===== src/dcpwm_defs.svh =====
`ifndef DCPWM_DEFS_SVH
`define DCPWM_DEFS_SVH

// ----------------------------------------
// register byte addresses (one word each)
// ----------------------------------------
`define DCPWM_ADDR_DUTY_A 12'h000
`define DCPWM_ADDR_DUTY_B 12'h004
`define DCPWM_ADDR_DUTY_C 12'h008
`define DCPWM_ADDR_DUTY_D 12'h00c
`define DCPWM_ADDR_LOW_CYCLE 12'h010
`define DCPWM_ADDR_HIGH_CYCLE 12'h014
`define DCPWM_ADDR_LOW_COUNTER 12'h018
`define DCPWM_ADDR_HIGH_COUNTER 12'h01c
`define DCPWM_ADDR_RUN_CLOCK_CONTROL 12'h020
`define DCPWM_ADDR_SPEED_MODE 12'h024
`define DCPWM_ADDR_DUTY_PAIR_AB 12'h028
`define DCPWM_ADDR_DUTY_PAIR_CD 12'h02c
`define DCPWM_ADDR_CASCADED_CYCLE 12'h030
`define DCPWM_ADDR_CASCADED_COUNTER 12'h034

// ----------------------------------------
// control and speed-mode field positions
// ----------------------------------------
`define DCPWM_LO_RUN_BIT 0
`define DCPWM_LO_CLK_LSB 1
`define DCPWM_LO_IRQ_BIT 3
`define DCPWM_HI_RUN_BIT 4
`define DCPWM_HI_CLK_LSB 5
`define DCPWM_HI_IRQ_BIT 7
`define DCPWM_HS_BIT 0

// ----------------------------------------
// reset values and encodings
// ----------------------------------------
`define DCPWM_SPEED_MODE_RESET 8'hfe
`define DCPWM_CTRL_RESET 8'h00
`define DCPWM_CASCADE_SEL 2'h3

`endif


===== src/dcpwm_pkg.sv =====
package dcpwm_pkg;
  typedef logic [7:0] dcpwm_byte_type;
  typedef logic [1:0] dcpwm_clk_sel_type;
endpackage


===== src/dcpwm_top.sv =====
`timescale 1ns/10ps
`include "dcpwm_defs.svh"
module dcpwm_top #(
  parameter logic [1:0] SEL_DIV1 = 2'h0,
  parameter logic [1:0] SEL_DIV2 = 2'h1,
  parameter logic [1:0] SEL_DIV4 = 2'h2,
  parameter logic IRQ_ON_OVERFLOW = 1'b1
) (
  // apb
  input wire logic pclk,
  input wire logic presetn,
  input wire logic psel,
  input wire logic penable,
  input wire logic pwrite,
  input wire logic [11:0] paddr,
  input wire logic [31:0] pwdata,
  output logic [31:0] prdata,
  output logic pready,
  output logic pslverr,
  // pwm outputs and interrupt requests
  output logic wave_out_a,
  output logic wave_out_b,
  output logic wave_out_c,
  output logic wave_out_d,
  output logic irq_a,
  output logic irq_b,
  output logic irq_c,
  output logic irq_d
);
  // ----------------------------------------
  // registers
  // ----------------------------------------
  dcpwm_pkg::dcpwm_byte_type duty_q [4];
  dcpwm_pkg::dcpwm_byte_type cyc_q [2];
  dcpwm_pkg::dcpwm_byte_type cnt_q [2];
  dcpwm_pkg::dcpwm_byte_type ctrl_q;
  logic hs_q;
  logic [1:0] run_q;
  logic [1:0] prs_q;
  logic [3:0] out_q;
  logic [3:0] irq_q;

  // ----------------------------------------
  // bus decode
  // ----------------------------------------
  wire acc = psel && penable;
  wire wr = acc && pwrite;
  wire [11:0] a = paddr;
  wire [7:0] wb0 = pwdata[7:0];
  wire [7:0] wb1 = pwdata[15:8];
  wire wr_duty_a = wr && a == `DCPWM_ADDR_DUTY_A;
  wire wr_duty_b = wr && a == `DCPWM_ADDR_DUTY_B;
  wire wr_duty_c = wr && a == `DCPWM_ADDR_DUTY_C;
  wire wr_duty_d = wr && a == `DCPWM_ADDR_DUTY_D;
  wire wr_pair_ab = wr && a == `DCPWM_ADDR_DUTY_PAIR_AB;
  wire wr_pair_cd = wr && a == `DCPWM_ADDR_DUTY_PAIR_CD;
  wire wr_cyc_lo = wr && a == `DCPWM_ADDR_LOW_CYCLE;
  wire wr_cyc_hi = wr && a == `DCPWM_ADDR_HIGH_CYCLE;
  wire wr_cyc_w = wr && a == `DCPWM_ADDR_CASCADED_CYCLE;
  wire wr_cnt_lo = wr && a == `DCPWM_ADDR_LOW_COUNTER;
  wire wr_cnt_hi = wr && a == `DCPWM_ADDR_HIGH_COUNTER;
  wire wr_cnt_w = wr && a == `DCPWM_ADDR_CASCADED_COUNTER;
  wire wr_ctrl = wr && a == `DCPWM_ADDR_RUN_CLOCK_CONTROL;
  wire wr_mode = wr && a == `DCPWM_ADDR_SPEED_MODE;

  // ----------------------------------------
  // mode and clock selection
  // ----------------------------------------
  // count clock sel
  wire [1:0] lo_sel = ctrl_q[`DCPWM_LO_CLK_LSB+:2];
  wire [1:0] hi_sel = ctrl_q[`DCPWM_HI_CLK_LSB+:2];
  wire casc = hi_sel == `DCPWM_CASCADE_SEL;
  wire hs = casc && hs_q;
  wire lo_run_bit = ctrl_q[`DCPWM_LO_RUN_BIT];
  wire hi_run_bit = ctrl_q[`DCPWM_HI_RUN_BIT];
  wire run0 = hs ? hi_run_bit : lo_run_bit && (!casc || hi_run_bit);
  wire run1 = casc ? run0 : hi_run_bit;

  // prescaler ticks; unknown codes count at the slowest rate
  function automatic logic tick_of(input logic [1:0] s, input logic [1:0] p);
    tick_of = s == SEL_DIV1 ? 1'b1 : s == SEL_DIV2 ? p[0] : (p == 2'h3);
  endfunction
  wire tick0 = run0 && tick_of(lo_sel, prs_q);
  wire tick1n = run1 && !casc && tick_of(hi_sel, prs_q);

  // ----------------------------------------
  // counting
  // ----------------------------------------
  // up-count with reload; high-speed carries upper into lower
  wire [15:0] cnt16 = {cnt_q[1], cnt_q[0]};
  wire [15:0] cyc16 = {cyc_q[1], cyc_q[0]};
  wire ov0 = tick0 && !hs && cnt_q[0] == 8'hff;
  wire ov1 = casc ? (tick0 && cnt16 == 16'hffff) : (tick1n && cnt_q[1] == 8'hff);
  // high-speed order: upper byte is the fast digit
  wire [15:0] hs_cnt = {cnt_q[0], cnt_q[1]};
  wire [15:0] hs_cyc = {cyc_q[0], cyc_q[1]};
  wire [15:0] hs_nxt = (hs_cnt == 16'hffff) ? hs_cyc : hs_cnt + 16'h0001;
  wire [15:0] c_nxt = (cnt16 == 16'hffff) ? cyc16 : cnt16 + 16'h0001;
  logic [7:0] cnt0_d;
  logic [7:0] cnt1_d;
  always_comb begin
    cnt0_d = cnt_q[0];
    cnt1_d = cnt_q[1];
    if (hs && tick0) begin
      cnt0_d = hs_nxt[15:8];
      cnt1_d = hs_nxt[7:0];
    end else if (casc && tick0) begin
      cnt0_d = c_nxt[7:0];
      cnt1_d = c_nxt[15:8];
    end else begin
      if (tick0) begin
        cnt0_d = (cnt_q[0] == 8'hff) ? cyc_q[0] : cnt_q[0] + 8'h01;
      end
      if (tick1n) begin
        cnt1_d = (cnt_q[1] == 8'hff) ? cyc_q[1] : cnt_q[1] + 8'h01;
      end
    end
    if (wr_cnt_lo || wr_cnt_w) begin
      cnt0_d = wb0;
    end
    if (wr_cnt_hi) begin
      cnt1_d = wb0;
    end
    if (wr_cnt_w) begin
      cnt1_d = wb1;
    end
  end

  // ----------------------------------------
  // compare and output flip-flops
  // ----------------------------------------
  wire [15:0] pair_ab = {duty_q[1], duty_q[0]};
  wire [15:0] pair_cd = {duty_q[3], duty_q[2]};
  wire m0 = tick0 && cnt_q[0] == duty_q[0];
  wire m2 = tick0 && cnt_q[0] == duty_q[2];
  wire m1 = casc ? tick0 && cnt16 == pair_ab : tick1n && cnt_q[1] == duty_q[1];
  wire m3 = casc ? tick0 && cnt16 == pair_cd : tick1n && cnt_q[1] == duty_q[3];
  wire [3:0] match = {m3, m2, m1, m0};
  wire [3:0] ovf = {ov1, ov0, ov1, ov0};
  wire [3:0] chrun = {run1, run0, run1, run0};
  wire [3:0] rise = {run1, run0, run1, run0} & ~{run_q[1], run_q[0], run_q[1], run_q[0]};
  logic [3:0] out_d;
  genvar gi;
  generate
    for (gi = 0; gi < 4; gi++) begin : g_ch
      always_comb begin
        if (!chrun[gi] || rise[gi]) begin
          out_d[gi] = 1'b1;
        end else if (hs && (gi % 2 == 1)) begin
          out_d[gi] = hs_cnt <= ((gi == 1) ? pair_ab : pair_cd);
        // cascade drives only b and d
        end else if (casc && (gi % 2 == 0)) begin
          out_d[gi] = 1'b1;
        end else if (ovf[gi]) begin
          out_d[gi] = 1'b1;
        end else if (match[gi]) begin
          out_d[gi] = 1'b0;
        end else begin
          out_d[gi] = out_q[gi];
        end
      end
    end
  endgenerate

  wire src0 = ctrl_q[`DCPWM_LO_IRQ_BIT] == IRQ_ON_OVERFLOW;
  wire src1 = ctrl_q[`DCPWM_HI_IRQ_BIT] == IRQ_ON_OVERFLOW;
  wire [3:0] irq_nx = {m3, m2, src1 ? ov1 : m1, src0 ? ov0 : m0};
  localparam logic [7:0] MODE_RST = `DCPWM_SPEED_MODE_RESET;

  // ----------------------------------------
  // register file
  // ----------------------------------------
  always_ff @(posedge pclk or negedge presetn) begin
    if (!presetn) begin
      duty_q <= '{default: 8'h00};
      cyc_q <= '{default: 8'h00};
      cnt_q <= '{default: 8'h00};
      ctrl_q <= `DCPWM_CTRL_RESET;
      hs_q <= MODE_RST[`DCPWM_HS_BIT];
      run_q <= 2'h0;
      prs_q <= 2'h0;
      out_q <= 4'hf;
      irq_q <= 4'h0;
    end else begin
      if (wr_duty_a || wr_pair_ab) duty_q[0] <= wb0;
      if (wr_duty_b) duty_q[1] <= wb0;
      if (wr_pair_ab) duty_q[1] <= wb1;
      if (wr_duty_c || wr_pair_cd) duty_q[2] <= wb0;
      if (wr_duty_d) duty_q[3] <= wb0;
      if (wr_pair_cd) duty_q[3] <= wb1;
      if (wr_cyc_lo || wr_cyc_w || wr_cnt_lo || wr_cnt_w) cyc_q[0] <= wb0;
      if (wr_cyc_hi || wr_cnt_hi) cyc_q[1] <= wb0;
      if (wr_cyc_w || wr_cnt_w) cyc_q[1] <= wb1;
      cnt_q[0] <= cnt0_d;
      cnt_q[1] <= cnt1_d;
      if (wr_ctrl) ctrl_q <= wb0;
      if (wr_mode) hs_q <= wb0[`DCPWM_HS_BIT];
      run_q <= {run1, run0};
      prs_q <= prs_q + 2'h1;
      out_q <= out_d;
      irq_q <= irq_nx;
    end
  end

  // ----------------------------------------
  // read mux and outputs
  // ----------------------------------------
  logic [31:0] rd;
  always_comb begin
    unique case (a)
      `DCPWM_ADDR_DUTY_A: rd = {24'h00_0000, duty_q[0]};
      `DCPWM_ADDR_DUTY_B: rd = {24'h00_0000, duty_q[1]};
      `DCPWM_ADDR_DUTY_C: rd = {24'h00_0000, duty_q[2]};
      `DCPWM_ADDR_DUTY_D: rd = {24'h00_0000, duty_q[3]};
      `DCPWM_ADDR_DUTY_PAIR_AB: rd = {16'h0000, pair_ab};
      `DCPWM_ADDR_DUTY_PAIR_CD: rd = {16'h0000, pair_cd};
      `DCPWM_ADDR_LOW_CYCLE: rd = {24'h00_0000, cyc_q[0]};
      `DCPWM_ADDR_HIGH_CYCLE: rd = {24'h00_0000, cyc_q[1]};
      `DCPWM_ADDR_CASCADED_CYCLE: rd = {16'h0000, cyc16};
      `DCPWM_ADDR_LOW_COUNTER: rd = {24'h00_0000, cnt_q[0]};
      `DCPWM_ADDR_HIGH_COUNTER: rd = {24'h00_0000, cnt_q[1]};
      `DCPWM_ADDR_CASCADED_COUNTER: rd = {16'h0000, cnt16};
      `DCPWM_ADDR_RUN_CLOCK_CONTROL: rd = {24'h00_0000, ctrl_q};
      `DCPWM_ADDR_SPEED_MODE: rd = {24'h00_0000, 7'h7f, hs_q};
      default: rd = 32'h0000_0000;
    endcase
  end
  wire mapped = a[11:6] == 6'h00 && a[1:0] == 2'h0 && a[5:2] <= 4'hd;
  assign prdata = (acc && !pwrite) ? rd : 32'h0000_0000;
  assign pready = 1'b1;
  assign pslverr = acc && !mapped;
  assign wave_out_a = out_q[0];
  assign wave_out_b = out_q[1];
  assign wave_out_c = out_q[2];
  assign wave_out_d = out_q[3];
  assign irq_a = irq_q[0];
  assign irq_b = irq_q[1];
  assign irq_c = irq_q[2];
  assign irq_d = irq_q[3];
endmodule


===== config.mk =====
export PLATFORM = sky130hd
export DESIGN_NAME = dcpwm_top
export DESIGN_NICKNAME = d
export VERILOG_FILES = /design/src/dcpwm_pkg.sv /design/src/dcpwm_top.sv
export VERILOG_INCLUDE_DIRS = /design/src
export SDC_FILE = /design/constraint.sdc
export NUM_CORES = 1
export LEC_CHECK = 0
export BUFFER_PORTS_ARGS = -buffer_cell sky130_fd_sc_hd__buf_2
export CORE_MARGIN = 8
export CORE_UTILIZATION = 45
export CTS_CLUSTER_DIAMETER = 120
export DETAILED_ROUTE_END_ITERATION = 10
export PLACE_DENSITY = 0.77
export SLEW_MARGIN = 10
export SYNTH_ARGS = -nofsm -noshare
export SYNTH_HDL_FRONTEND = slang
export SYNTH_SLANG_ARGS = --single-unit

===== constraint.sdc =====
create_clock -name pclk -period 2.9 [get_ports pclk]
set_input_delay 0.58 -clock pclk [delete_from_list [all_inputs] [get_ports pclk]]
set_output_delay 0.58 -clock pclk [all_outputs]
set_load 0.005 [all_outputs]

==> impl_metrics.env <==
export IMPL_start_util=0.454
export IMPL_synth_cell_area_um2=7130
export IMPL_synth_distinct_cells=72
export IMPL_grtUsageTotal=0.275
export IMPL_clock_latency_ns=0.36
export IMPL_dpl_hpwl_um=20500
export IMPL_post_route_min_period_ns=3.01
export IMPL_clock_fmax_mhz=332
export IMPL_fin_util=0.545
export IMPL_synth_edff_count=0
export IMPL_syn_avg_cell_area_um2=8.21
export IMPL_drive_gt1_frac=0.247
export IMPL_fin_ws_ns=-0.113
export IMPL_finalHoldViolCount=0
export IMPL_die_y_um=142
export IMPL_final_area_um2=8560
export IMPL_post_drt_wl_per_cell_um=23.2
export IMPL_dpl_cell_area_um2=7980
export IMPL_cts_sinks=85
export IMPL_htreeDepth=3
export IMPL_port_buffers=57
export IMPL_dieArea_um2=20100
export IMPL_required_ns=2.32
export IMPL_fin_nets=1047
export IMPL_globalRouteOverflowTotal=0
export IMPL_tns_ns=-0.539
export IMPL_postRouteAntennaNets=0
export IMPL_place_ws_ns=-0.228
export IMPL_clkTransAtPathRegs_ns=0.07
export IMPL_worstMarginPinSlew_ns=0.691
export IMPL_finalCritPeriodShare=1.04
export IMPL_grt_setup_unrepaired="true"
export IMPL_slowest_stage="or4_4"
export IMPL_vias=7323
export IMPL_place_gp_congestion=1.04
export IMPL_drtIter0Drc=1014
export IMPL_first_pass_iters=6
export IMPL_power_density_nw_per_um2=326
export IMPL_start_kind="primary input"
export IMPL_coreArea_um2=15700
export IMPL_syn_instance_count=869
export IMPL_ys_flop_type="dfrtp_1"
export IMPL_placementRows=46
export IMPL_p_leak_nw=3.71
export IMPL_ff2ff_path_depth=6
export IMPL_irDropWorstVdd_mv=0.329
export IMPL_viasPerCell=6.18
export IMPL_grt_pass1_wl_um=41700
export IMPL_cp_end_kind="output pin"
export IMPL_cp_cell_sequence="buf_6, or4_4, nor4b_4, buf_6, nand2_2, a21oi_2, a31oi_1, a31oi_1, buf_2"
export IMPL_drc=0
export IMPL_finClkSkew_ns=0.00924
export IMPL_grt_pass1_vias=6951
export IMPL_yosysWarnings=0
export IMPL_cts_tree="done"
export IMPL_setup_viol=9
export IMPL_ys_seq_area_frac=0.299
export IMPL_drv_slew=0
export IMPL_grt_max_degree=51
export IMPL_path_class="in2out"
export IMPL_ys_ff_latch=85
export IMPL_ys_async_sr_fraction=1.00
export IMPL_clockBufferDepth=2
export IMPL_r2r_slack_ns=0.42
export IMPL_antenna_found_initial=0
export IMPL_area_delta_synth_final_pct=20.1
export IMPL_whs_ns=0.263
export IMPL_status="complete, but fails checks"
export IMPL_arrival_ns=2.43
export IMPL_die_w_um=142
export IMPL_ios=91
export IMPL_root_buffer="clkbuf_16"
export IMPL_r2r_end="irq_q[1]"
export IMPL_failed_checks="negative setup slack"
export IMPL_relSlewSlack=0.540
export IMPL_critPathMaxStageDelay_ns=0.60
export IMPL_diodes=0
export IMPL_cap_violations=0
export IMPL_path_max_fanout=6
export IMPL_numCtsBuffers=9
export IMPL_wl_um=27400
export IMPL_hold_class="in2async"
export IMPL_rr_startpoint="ctrl_q[4]"
==> layer usage <==
| layer | wire [um] | track usage | up-vias |
|---|---|---|---|
| met5 | 0 | 0 | - |
| met4 | 1560 | 0.149 | 0 |
| met3 | 3000 | 0.0638 | 107 |
| met2 | 11900 | 0.414 | 474 |
| met1 | 10900 | 0.358 | 3448 |
| li1 | - | - | 3294 |
==> logic make-up after synthesis <==
family | count (synthesis) | synth area share
and+or+nand+nor | 307 | 0.222
AOI/OAI and AO/OA | 226 | 0.197
xor gates and xnor gates | 46 | 0.0565
DFF | 85 | 0.299
buffers and inverters | 109 | 0.0728
adders and majority gates | 35 | 0.0614
muxes | 59 | 0.0893
other | 2 | 0.00105
==> state kept, by name (all words and copies together), names as in the netlist <==
| register | cells |
|---|---|
| duty_q | 32 |
| cnt16 | 16 |
| cyc16 | 16 |
| ctrl_q | 8 |
| irq_q | 4 |
| out_q | 4 |
| prs_q | 2 |
| run_q | 2 |
| hs_q | 1 |
==> worst max-delay path by stage <==
stage | from | slack (ns) | endpoint
after global routing | paddr[1] | -0.15 | prdata[2]
after detailed placement | paddr[1] | -0.23 | prdata[2]
after CTS | paddr[1] | -0.08 | prdata[11]
after global placement | paddr[1] | -0.19 | prdata[2]
after floorplan | paddr[9] | 0.14 | prdata[8]
final | paddr[1] | -0.11 | prdata[3]
==> stage by stage <==
stage / power [mW] / cells
CTS: 2.79 / 1179
global placement: 1.55 / 1157
finish: 2.79 / 1184
detailed placement: 1.55 / 1157
floorplan: 1.42 / 884
global route: 2.87 / 1184
==> area by class of cell <==
type / count / area [um^2]
Fill cell: 1444 / 7150
Multi-Input combinational cell: 690 / 4660
Sequential cell: 85 / 2130
Timing Repair Buffer: 142 / 1050
Tap cell: 216 / 270
Clock buffer: 10 / 239
Inverter: 35 / 131
Clock inverter: 6 / 76.3
==> power by group <==
group / leakage (nW) / internal [mW] / switching (mW)
clock: 0.156 / 0.708 / 0.532
sequential: 1.08 / 1.19 / 0.0246
combinational: 2.47 / 0.118 / 0.214
==> Yosys cell counts, types with 12 or more instances <==
cell | instances | share of area
nand2_1 | 119 | 0.063
dfrtp_1 | 81 | 0.28
a21oi_1 | 70 | 0.049
o21ai_0 | 52 | 0.036
nor2_1 | 49 | 0.026
ha_1 | 35 | 0.061
inv_1 | 35 | 0.018
clkbuf_1 | 33 | 0.017
mux2i_1 | 31 | 0.044
xnor2_1 | 31 | 0.038
mux2_2 | 27 | 0.043
nand3_1 | 26 | 0.018
nand4_1 | 25 | 0.022
buf_4 | 23 | 0.024
and3_1 | 16 | 0.014
a22oi_1 | 15 | 0.016
xor2_1 | 15 | 0.018
a31oi_1 | 14 | 0.012
a222oi_1 | 12 | 0.017
buf_2 | 12 | 0.0084
nor3_1 | 12 | 0.0084
==> layout by cell type (no fill, tap or decap), types with 27 or more instances in the layout <==
cell type  count
xnor2_1       31
o21ai_0       51
mux2_2        27
a21oi_1       64
nor2_1        47
ha_1          35
nand2_1      113
inv_1         35
mux2i_1       31
buf_4         70
dfrtp_1       81
buf_2         52
==> timing repair <==
| action | 4_1_cts | 5_1_grt |
|---|---|---|
| endpoints found under the hold margin | 0 | 0 |
| pin swaps | 14 | 17 |
| setup buffers | 6 | 5 |
| hold buffers | 0 | 0 |
| endpoints found under the setup margin | 16 | 16 |
| gates resized for setup | 18 | 28 |
==> critical path, delay by kind of cell <==
family | cells | cell delay [ns]
buf+inv | 3 | 0.44
simple gates | 3 | 0.94
compound gates | 3 | 0.47
Power figures use the tool's default switching activity.
